[config.mk]
export PLATFORM = sky130hd
export DESIGN_NAME = hrs_sequencer
export DESIGN_NICKNAME = d
export VERILOG_FILES = /design/src/shared/hrs_pkg.sv /design/src/design/hrs_sync.sv /design/src/design/hrs_edge_filt.sv /design/src/design/hrs_sequencer.sv
export VERILOG_INCLUDE_DIRS = /design/src /design/src/shared
export SDC_FILE = /design/constraint.sdc
export NUM_CORES = 1
export LEC_CHECK = 0
export ABC_AREA = 0
export BUFFER_PORTS_ARGS = -buffer_cell sky130_fd_sc_hd__buf_2
export CORE_MARGIN = 2
export CORE_UTILIZATION = 61
export CTS_CLUSTER_SIZE = 8
export DETAILED_ROUTE_END_ITERATION = 6
export PLACE_DENSITY = 0.82
export SETUP_SLACK_MARGIN = 0.5
export SYNTH_ARGS = -nofsm -noshare
export SYNTH_HDL_FRONTEND = slang
export SYNTH_SLANG_ARGS = --single-unit
[constraint.sdc]
create_clock -name pclk -period 6 [get_ports pclk]
set_input_delay 0.6 -clock pclk [delete_from_list [all_inputs] [get_ports pclk]]
set_output_delay 0.6 -clock pclk [all_outputs]
set_load 0.01 [all_outputs]
[src/shared/hrs_consts.svh]
`ifndef HRS_CONSTS_SVH
`define HRS_CONSTS_SVH
// register byte offsets
`define HRS_OFF_CTRL       12'h000
`define HRS_OFF_TYPE       12'h004
`define HRS_OFF_HSPEED     12'h008
`define HRS_OFF_CSPEED     12'h00c
`define HRS_OFF_SHIFT      12'h010
`define HRS_OFF_HOMEPOS    12'h014
`define HRS_OFF_POSTDOG    12'h018
`define HRS_OFF_FUNCT3     12'h01c
`define HRS_OFF_ACCEL      12'h020
`define HRS_OFF_STATUS     12'h024
`define HRS_OFF_CURPOS     12'h028
`define HRS_OFF_HOMEMARK   12'h02c
// field positions
`define HRS_CTRL_START     0
`define HRS_CTRL_SERVO_ON  1
`define HRS_CTRL_STOP_HIT  2
`define HRS_TYPE_DIR       4
`define HRS_FT3_DOG_POL    0
// homing type codes
`define HRS_TYPE_COUNT     4'h0
`define HRS_TYPE_DATASET   4'h2
`define HRS_TYPE_STOPPER   4'h3
// reset values
`define HRS_RST_SPEED      16'h0064
`define HRS_RST_CREEP      16'h000a
`define HRS_RST_ACCEL      16'h0064
// timing
`define HRS_DOG_MIN_MS     10
`define HRS_CLK_HZ         10000000
`endif

[src/shared/hrs_pkg.sv]
package hrs_pkg;
  typedef enum logic [5:0] {
    HRS_IDLE    = 6'b000001,
    HRS_FAST    = 6'b000010,
    HRS_POSTDOG = 6'b000100,
    HRS_ZSRCH   = 6'b001000,
    HRS_PRESS   = 6'b010000,
    HRS_DONE    = 6'b100000
  } hrs_state_t;

  typedef struct packed {
    logic [31:0] paddr;
    logic psel;
    logic penable;
    logic pwrite;
    logic [31:0] pwdata;
  } hrs_apb_req_t;

  typedef struct packed {
    logic [31:0] prdata;
    logic pready;
    logic pslverr;
  } hrs_apb_rsp_t;

  typedef struct packed {
    logic run;
    logic dir_neg;
    logic [15:0] speed;
    logic [15:0] accel;
  } hrs_motion_t;
endpackage

[src/design/hrs_sync.sv]
`timescale 1ns/1ps
// two-stage synchroniser for pin inputs
module hrs_sync #(
  parameter int W = 1
) (
  input wire logic pclk,
  input wire logic presetn,
  input wire logic [W-1:0] d,
  output logic [W-1:0] q
);
  typedef struct packed {
    logic [W-1:0] s1;
    logic [W-1:0] s2;
  } hrs_sync_st_t;
  hrs_sync_st_t st;
  hrs_sync_st_t next_st;

  always_comb begin
    next_st = st;
    next_st.s1 = d;
    next_st.s2 = st.s1;
  end

  always_ff @(posedge pclk or negedge presetn) begin
    if (!presetn) begin
      st <= '0;
    end else begin
      st <= next_st;
    end
  end

  assign q = st.s2;
endmodule

[src/design/hrs_edge_filt.sv]
`timescale 1ns/1ps
`include "hrs_consts.svh"
// dog qualifier: level must hold for MIN_CYC cycles before it counts; the sequencer instance uses 1, not the minimum on-time
module hrs_edge_filt #(
  parameter int MIN_CYC = 100000
) (
  input wire logic pclk,
  input wire logic presetn,
  input wire logic lvl,
  output logic rise
);
  typedef struct packed {
    logic [31:0] cnt;
    logic qual;
    logic rise;
  } hrs_filt_st_t;
  hrs_filt_st_t st;
  hrs_filt_st_t next_st;

  always_comb begin
    next_st = st;
    next_st.rise = 1'b0;
    if (!lvl) begin
      next_st.cnt = '0;
      next_st.qual = 1'b0;
    end else if (!st.qual) begin
      if (st.cnt >= 32'(MIN_CYC - 1)) begin
        next_st.qual = 1'b1;
        next_st.rise = 1'b1;
      end else begin
        next_st.cnt = st.cnt + 32'h0000_0001;
      end
    end
  end

  always_ff @(posedge pclk or negedge presetn) begin
    if (!presetn) begin
      st <= '0;
    end else begin
      st <= next_st;
    end
  end

  assign rise = st.rise;
endmodule

[src/design/hrs_sequencer.sv]
`timescale 1ns/1ps
`include "hrs_consts.svh"
module hrs_sequencer #(
  parameter int CLK_HZ = `HRS_CLK_HZ,
  parameter int DOG_MIN_CYC = (`HRS_DOG_MIN_MS * (CLK_HZ / 1000))
) (
  input wire logic pclk,
  input wire logic presetn,
  input wire logic [31:0] paddr,
  input wire logic psel,
  input wire logic penable,
  input wire logic pwrite,
  input wire logic [31:0] pwdata,
  output logic [31:0] prdata,
  output logic pready,
  output logic pslverr,
  input wire logic op_mode_select_1,
  input wire logic [4:0] table_select,
  input wire logic dog_in,
  input wire logic zphase_in,
  input wire logic [31:0] enc_count,
  output logic motion_run,
  output logic motion_dir_neg,
  output logic [15:0] motion_speed,
  output logic [15:0] motion_accel,
  output logic homing_busy,
  output logic homing_done,
  output logic pos_load,
  output logic [31:0] pos_load_value
);
  logic [6:0] pins_s;
  logic mode_ok;
  logic dog_lvl;
  logic dog_rise;

  hrs_sync #(.W(7)) u_sync (
    .pclk(pclk),
    .presetn(presetn),
    .d({op_mode_select_1, table_select, dog_in}),
    .q(pins_s)
  );

  typedef struct packed {
    hrs_pkg::hrs_state_t fsm;
    logic [3:0] type_sel;
    logic dir;
    logic dog_pol;
    logic servo_on;
    logic [15:0] hspeed;
    logic [15:0] cspeed;
    logic [31:0] shift;
    logic [31:0] homepos;
    logic [31:0] postdog;
    logic [15:0] accel;
    logic [31:0] dog_mark;
    logic [31:0] home_mark;
    logic [31:0] dog_cnt;
    logic dog_short;
    logic aborted;
    logic z_d;
    logic start_d;
    logic mode_d;
    hrs_pkg::hrs_motion_t mot;
    logic busy;
    logic done;
    logic ld;
    logic [31:0] ld_val;
    hrs_pkg::hrs_apb_rsp_t rsp;
  } hrs_seq_st_t;

  hrs_seq_st_t st;
  hrs_seq_st_t next_st;

  // signed distance travelled since a marked point, in search direction
  function automatic logic [31:0] hrs_dist(input logic [31:0] now, input logic [31:0] mark,
                                           input logic neg);
    hrs_dist = neg ? (mark - now) : (now - mark);
  endfunction

  assign mode_ok = pins_s[6] && (pins_s[5:1] == 5'h00);
  assign dog_lvl = st.dog_pol ? pins_s[0] : !pins_s[0];

  hrs_edge_filt #(.MIN_CYC(1)) u_dog (
    .pclk(pclk),
    .presetn(presetn),
    .lvl(dog_lvl),
    .rise(dog_rise)
  );

  always_comb begin
    logic start_req;
    logic wr;
    logic rd;
    logic z_rise;
    start_req = 1'b0;
    wr = 1'b0;
    rd = 1'b0;
    z_rise = 1'b0;
    next_st = st;
    next_st.ld = 1'b0;
    next_st.rsp.pready = 1'b0;
    next_st.rsp.pslverr = 1'b0;
    next_st.z_d = zphase_in;
    z_rise = zphase_in && !st.z_d;
    wr = psel && penable && pwrite && !st.rsp.pready;
    rd = psel && !penable;

    // one-cycle wait state: answer in access phase
    if (psel && penable && !st.rsp.pready) begin
      next_st.rsp.pready = 1'b1;
    end
    if (rd) begin
      next_st.rsp.prdata = '0;
      if (paddr[11:0] == `HRS_OFF_CTRL) begin
        next_st.rsp.prdata[`HRS_CTRL_SERVO_ON] = st.servo_on;
      end else if (paddr[11:0] == `HRS_OFF_TYPE) begin
        next_st.rsp.prdata = {27'h0, st.dir, st.type_sel};
      end else if (paddr[11:0] == `HRS_OFF_HSPEED) begin
        next_st.rsp.prdata = {16'h0, st.hspeed};
      end else if (paddr[11:0] == `HRS_OFF_CSPEED) begin
        next_st.rsp.prdata = {16'h0, st.cspeed};
      end else if (paddr[11:0] == `HRS_OFF_SHIFT) begin
        next_st.rsp.prdata = st.shift;
      end else if (paddr[11:0] == `HRS_OFF_HOMEPOS) begin
        next_st.rsp.prdata = st.homepos;
      end else if (paddr[11:0] == `HRS_OFF_POSTDOG) begin
        next_st.rsp.prdata = st.postdog;
      end else if (paddr[11:0] == `HRS_OFF_FUNCT3) begin
        next_st.rsp.prdata = {31'h0, st.dog_pol};
      end else if (paddr[11:0] == `HRS_OFF_ACCEL) begin
        next_st.rsp.prdata = {16'h0, st.accel};
      end else if (paddr[11:0] == `HRS_OFF_STATUS) begin
        next_st.rsp.prdata = {22'h0, st.aborted, st.dog_short, mode_ok, st.done, st.busy,
                              5'(st.fsm)};
      end else if (paddr[11:0] == `HRS_OFF_CURPOS) begin
        next_st.rsp.prdata = enc_count;
      end else if (paddr[11:0] == `HRS_OFF_HOMEMARK) begin
        next_st.rsp.prdata = st.home_mark;
      end
    end
    if (psel && penable && !st.rsp.pready && paddr[11:0] > `HRS_OFF_HOMEMARK) begin
      next_st.rsp.pslverr = 1'b1;
    end
    if (wr) begin
      if (paddr[11:0] == `HRS_OFF_CTRL) begin
        start_req = pwdata[`HRS_CTRL_START];
        next_st.servo_on = pwdata[`HRS_CTRL_SERVO_ON];
      end else if (paddr[11:0] == `HRS_OFF_TYPE) begin
        next_st.type_sel = pwdata[3:0];
        next_st.dir = pwdata[`HRS_TYPE_DIR];
      end else if (paddr[11:0] == `HRS_OFF_HSPEED) begin
        next_st.hspeed = pwdata[15:0];
      end else if (paddr[11:0] == `HRS_OFF_CSPEED) begin
        next_st.cspeed = pwdata[15:0];
      end else if (paddr[11:0] == `HRS_OFF_SHIFT) begin
        next_st.shift = pwdata;
      end else if (paddr[11:0] == `HRS_OFF_HOMEPOS) begin
        next_st.homepos = pwdata;
      end else if (paddr[11:0] == `HRS_OFF_POSTDOG) begin
        next_st.postdog = pwdata;
      end else if (paddr[11:0] == `HRS_OFF_FUNCT3) begin
        next_st.dog_pol = pwdata[`HRS_FT3_DOG_POL];
      end else if (paddr[11:0] == `HRS_OFF_ACCEL) begin
        next_st.accel = pwdata[15:0];
      end
    end
    // stopper contact arrives through the control word, not a pin
    next_st.start_d = wr && (paddr[11:0] == `HRS_OFF_CTRL) && pwdata[`HRS_CTRL_STOP_HIT];
    next_st.mode_d = mode_ok;
    // on-time of the synchronised dog level, saturating once the guaranteed minimum is reached
    if (!dog_lvl) begin
      next_st.dog_cnt = '0;
    end else if (st.dog_cnt < 32'(DOG_MIN_CYC)) begin
      next_st.dog_cnt = st.dog_cnt + 32'h0000_0001;
    end
    // a dog that drops early during post-dog travel may hide the z pulse; software must know
    if (st.fsm == hrs_pkg::HRS_POSTDOG && !dog_lvl && st.dog_cnt < 32'(DOG_MIN_CYC)) begin
      next_st.dog_short = 1'b1;
    end
    // a start is the mode input rising, or a software start while in mode
    start_req = mode_ok && (start_req || !st.mode_d);

    case (st.fsm)
      hrs_pkg::HRS_IDLE, hrs_pkg::HRS_DONE: begin
        if (start_req) begin
          next_st.done = 1'b0;
          next_st.dog_short = 1'b0;
          next_st.aborted = 1'b0;
          if (st.type_sel == `HRS_TYPE_COUNT) begin
            next_st.fsm = hrs_pkg::HRS_FAST;
            next_st.busy = 1'b1;
            next_st.mot.run = 1'b1;
            next_st.mot.dir_neg = st.dir;
            next_st.mot.speed = st.hspeed;
            next_st.mot.accel = st.accel;
          end else if (st.type_sel == `HRS_TYPE_DATASET && st.servo_on) begin
            next_st.home_mark = enc_count;
            next_st.ld = 1'b1;
            next_st.ld_val = st.homepos;
            next_st.done = 1'b1;
            next_st.fsm = hrs_pkg::HRS_DONE;
          end else if (st.type_sel == `HRS_TYPE_STOPPER) begin
            next_st.fsm = hrs_pkg::HRS_PRESS;
            next_st.busy = 1'b1;
            next_st.mot.run = 1'b1;
            next_st.mot.dir_neg = st.dir;
            next_st.mot.speed = st.hspeed;
            next_st.mot.accel = st.accel;
          end
        end
      end
      hrs_pkg::HRS_FAST: begin
        if (dog_rise) begin
          next_st.dog_mark = enc_count;
          next_st.mot.speed = st.cspeed;
          next_st.fsm = hrs_pkg::HRS_POSTDOG;
        end
      end
      hrs_pkg::HRS_POSTDOG: begin
        if (hrs_dist(enc_count, st.dog_mark, st.dir) >= st.postdog) begin
          next_st.fsm = hrs_pkg::HRS_ZSRCH;
        end
      end
      hrs_pkg::HRS_ZSRCH: begin
        if (z_rise) begin
          next_st.home_mark = st.dir ? (enc_count - st.shift) : (enc_count + st.shift);
          next_st.mot.run = 1'b0;
          next_st.busy = 1'b0;
          next_st.done = 1'b1;
          next_st.ld = 1'b1;
          next_st.ld_val = st.homepos;
          next_st.fsm = hrs_pkg::HRS_DONE;
        end
      end
      hrs_pkg::HRS_PRESS: begin
        if (st.start_d) begin
          next_st.home_mark = enc_count;
          next_st.mot.run = 1'b0;
          next_st.busy = 1'b0;
          next_st.done = 1'b1;
          next_st.ld = 1'b1;
          next_st.ld_val = st.homepos;
          next_st.fsm = hrs_pkg::HRS_DONE;
        end
      end
      default: begin
        next_st.fsm = hrs_pkg::HRS_IDLE;
      end
    endcase
    // leaving the mode aborts any search in progress
    if (!mode_ok && st.busy) begin
      next_st.fsm = hrs_pkg::HRS_IDLE;
      next_st.aborted = 1'b1;
      next_st.busy = 1'b0;
      next_st.mot.run = 1'b0;
    end
  end

  always_ff @(posedge pclk or negedge presetn) begin
    if (!presetn) begin
      st <= '0;
      st.fsm <= hrs_pkg::HRS_IDLE;
      st.hspeed <= `HRS_RST_SPEED;
      st.cspeed <= `HRS_RST_CREEP;
      st.accel <= `HRS_RST_ACCEL;
      st.mode_d <= 1'b1;
    end else begin
      st <= next_st;
    end
  end

  assign prdata = st.rsp.prdata;
  assign pready = st.rsp.pready;
  assign pslverr = st.rsp.pslverr;
  assign motion_run = st.mot.run;
  assign motion_dir_neg = st.mot.dir_neg;
  assign motion_speed = st.mot.speed;
  assign motion_accel = st.mot.accel;
  assign homing_busy = st.busy;
  assign homing_done = st.done;
  assign pos_load = st.ld;
  assign pos_load_value = st.ld_val;
endmodule

==> flow_summary.json <==
{
  "outcome": "finished, violations left",
  "failed_checks": "hold timing",
  "cpPeakStageDelay_ns": 0.40,
  "clockRootBuffer": "clkbuf_16",
  "cp-startpoint": "st[172]$_DFFE_PN0P_",
  "fin_skew_ns": 0.03410,
  "cts_hold_buffers": 0,
  "dieArea_um2": 39780,
  "antenna_left": 0,
  "power_w": 0.008501,
  "ys_seq_area_share_pct": 40.54,
  "htree_num_levels": 2,
  "synth_warnings": 0,
  "r2r_start": "st[172]$_DFFE_PN0P_",
  "ios": 212,
  "path_cells": "inv_1 > ha_1 > inv_1 > fa_1 > a21o_1 > a221o_1 > mux2_2 > a221o_1 > a21oi_1 > o21ai_0 > a21oi_1 > xnor2_1 > ha_1 > a21o_1 > a21o_1 > a21oi_1 > nand2b_1 > o31ai_1 > o211a_1 > or3_1 > o21ai_0",
  "clk_path_buf_depth": 3,
  "num_vias": 19660,
  "rsz0062_at_grt": "false",
  "synth_seq_cells": 377,
  "gp_congestion": 0.9733,
  "grt_usage_pct": 34.85,
  "drive_gt1_share_pct": 18.50,
  "period_minus_slack_ns": 4.901,
  "finalInstanceArea_um2": 25420,
  "tns_ns": 0,
  "drc_errors": 0,
  "use_met3_pct": 7.055,
  "vias_per_cell": 6.379,
  "grt-ovfl-total": 0,
  "synth_enable_flop_cells": 0,
  "p_leak_nw": 12.41,
  "syn_avg_cell_area_um2": 9.358,
  "ctsResizeCount": 0,
  "clk_latency_ns": 0.62,
  "grt_max_degree": 182,
  "area_growth_pct": 9.102,
  "die_x_um": 199.4,
  "ys.flop_type": "dfrtp_1",
  "hpwl_um": 49480,
  "crit_slowest_cell": "fa_1",
  "portBuffers": 191,
  "cts.sinks": 377,
  "ir_drop_uv": 256.2,
  "tightest_slew_ns": 1.328,
  "syn_area_um2": 23300,
  "grt-busiest-layer": "met2",
  "synth_cells": 2490,
  "worstPathArrival_ns": 5.37,
  "rows": 71,
  "grt_antenna_before_repair": 3,
  "endpoint_kind": "register",
  "initial_core_util_pct": 61.86,
  "p_per_area_nw_per_um2": 334.4,
  "use_met2_pct": 53.25,
  "syn_nets": 2729,
  "setup_viol": 0,
  "drt_iter0_markers": 2246,
  "final_nets": 2779,
  "startpoint_type": "register",
  "first_pass_iters": 6,
  "die_y_um": 199.4,
  "finalHoldViolCount": 5,
  "post_cts_buffers": 0,
  "wl_per_cell_um": 22.22,
  "max_slew_margin_pct": 11.17,
  "synthArstFlopShare_pct": 100.0,
  "setup.worst_path.class": "register to register",
  "crit_fanout": 5,
  "finalCritPeriodShare_pct": 81.69,
  "place_area_um2": 23910,
  "clock.fmax_ghz": 0.2040,
  "synth_cell_types": 76,
  "grt_pass1_wl_um": 107100,
  "clk_pin_slew_ns": 0.05,
  "hold_path.class": "input port to async pin",
  "cp.required_ns": 6.47,
  "cts_tree": "done",
  "wl_um": 68490,
  "grt_pass1_vias": 19180,
  "met1_usage_pct": 49.59,
  "maxCapViolations": 0,
  "slew_viol_final": 0,
  "cts-buffers-inserted": 53,
  "timing.hold.ws_ns": -0.01246,
  "core_um2": 37670
}
-- critical path: cells and delay by family, from the launching register on --
| family | cells | cell delay, ns |
|---|---|---|
| adder cells (fa/ha/maj) | 3 | 0.76 |
| flip-flops | 1 | 0.39 |
| AO/OA/AOI/OAI | 12 | 2.83 |
| XOR/XNOR | 1 | 0.10 |
| buffers and inverters | 2 | 0.12 |
| AND/OR/NAND/NOR | 2 | 0.23 |
| multiplexers | 1 | 0.31 |
-- stage by stage --
step	utilization, %	cells	hold slack (ns)	setup slack [ns]
5_1_grt	67.49	3081	0.02595	0.7242
2_1_floorplan	-	2490	0.3044	1.595
6_report	67.49	3082	-0.01246	1.099
3_3_place_gp	63.48	2996	0.3321	0.8422
4_1_cts	67.47	3078	0.004963	1.132
3_5_place_dp	63.48	2996	0.3347	0.7396
-- power by group --
part           leakage, nW  internal [W]  total (W)  switching (W)
registers             4.82       0.00279    0.00297       0.000176
clock network        0.721       0.00164    0.00275        0.00112
logic                 6.87       0.00107    0.00278        0.00171
-- placed cells by master (no fill, tap or decap), types with 13 or more instances in the layout --
master     netlist  final
xnor2_1         63     63
o22ai_1         13     13
or3_1           13     13
o21a_1          23     23
clkbuf_1        98     23
inv_1          123    123
mux2_2         121    121
a31oi_1         42     42
and3_1          19     19
a221oi_1        21     21
ha_1           127    127
dfrtp_1        367    366
nand2b_1        18     18
nand3_1         49     49
xor2_1          38     38
nor2_1         163    160
and2_1          17     17
mux2i_1         18     18
a221o_1         20     20
nor3_1          53     53
buf_4           96     24
a211oi_1        15     14
nand4_1         21     21
a21oi_1        156    156
o21ai_0        191    191
buf_2            9    190
nand2_1        281    280
o211ai_1        14     14
a21o_1          46     46
a22oi_1         15     15
clkbuf_16        0     53
mux2_4          30     30
o221ai_1        25     25
-- state kept, by name, summed over array words and instances (netlist names), 7 cells and up --
| signal | cells |
|---|---|
| prdata | 32 |
| st | 258 |
| motion_accel | 16 |
| u_sync.q | 7 |
| pos_load_value | 32 |
| motion_speed | 16 |
| u_sync.next_st | 7 |
-- cells in the mapped netlist (13+ instances only) --
| cell type | instances | area share [%] |
|---|---|---|
| a22oi_1 | 15 | 0.48 |
| a21oi_1 | 156 | 3.4 |
| dfrtp_1 | 367 | 39 |
| inv_1 | 123 | 2.0 |
| nand2_1 | 281 | 4.5 |
| and3_1 | 19 | 0.51 |
| nor3_1 | 53 | 1.1 |
| xor2_1 | 38 | 1.4 |
| mux2_4 | 30 | 1.9 |
| a221o_1 | 20 | 0.86 |
| nand3_1 | 49 | 1.1 |
| a21o_1 | 46 | 1.5 |
| o21ai_0 | 191 | 4.1 |
| nand4_1 | 21 | 0.56 |
| a211oi_1 | 15 | 0.48 |
| a221oi_1 | 21 | 0.79 |
| clkbuf_1 | 98 | 1.6 |
| o221ai_1 | 25 | 0.94 |
| xnor2_1 | 63 | 2.4 |
| and2_1 | 17 | 0.46 |
| or3_1 | 13 | 0.35 |
| o211ai_1 | 14 | 0.45 |
| a31oi_1 | 42 | 1.1 |
| buf_1 | 15 | 0.24 |
| ha_1 | 127 | 6.8 |
| mux2_2 | 121 | 5.8 |
| o21a_1 | 23 | 0.74 |
| buf_4 | 96 | 3.1 |
| o22ai_1 | 13 | 0.35 |
| nand2b_1 | 18 | 0.48 |
| nor2_1 | 163 | 2.6 |
| mux2i_1 | 18 | 0.77 |
-- cell families (layout without fill, tap and decap cells) --
group / count (synthesis) / after routing / synth area share (%)
adders and majority gates: 130 / 130 / 7.077
AOI/OAI and AO/OA: 651 / 651 / 17.75
and+or+nand+nor: 708 / 708 / 14.08
muxes: 179 / 179 / 9.520
other: 0 / 4 / 0
DFF: 377 / 377 / 40.54
xor gates and xnor gates: 101 / 101 / 3.796
buffers and inverters: 344 / 421 / 7.233
-- path summary, 6_finish.rpt --
path                                          endpoint  slack, ns  depth (start not counted)
max in group asynchronous          st[346]$_DFFE_PN0P_       4.57                          2
min in group pclk          u_sync.next_st[4]$_DFF_PN0_       0.09                          1
max reg2reg                        st[358]$_DFFE_PN0P_       1.10                         21
min reg2reg                      u_sync.q[3]$_DFF_PN0_       0.34                          0
min                                st[126]$_DFFE_PN0P_      -0.01                          1
max                                st[358]$_DFFE_PN0P_       1.10                         21
-- routing by layer --
metal / wire [um] / vias to the layer above
met3: 6680 / 164
met4: 2324 / 0
li1: - / 8885
met5: 0 / -
met2: 30430 / 1048
met1: 29060 / 9562
-- final cells by class --
type | count | area, um2
flip-flops and latches | 377 | 9448
repair buffers | 216 | 1166
multi-input cells | 1769 | 12200
clock inverters | 4 | 60.06
inverters | 123 | 461.7
clock buffers | 78 | 1440
well taps | 511 | 639.4
fillers | 2982 | 12240
diodes | 4 | 10.01
Power figures use the tool's default switching activity.
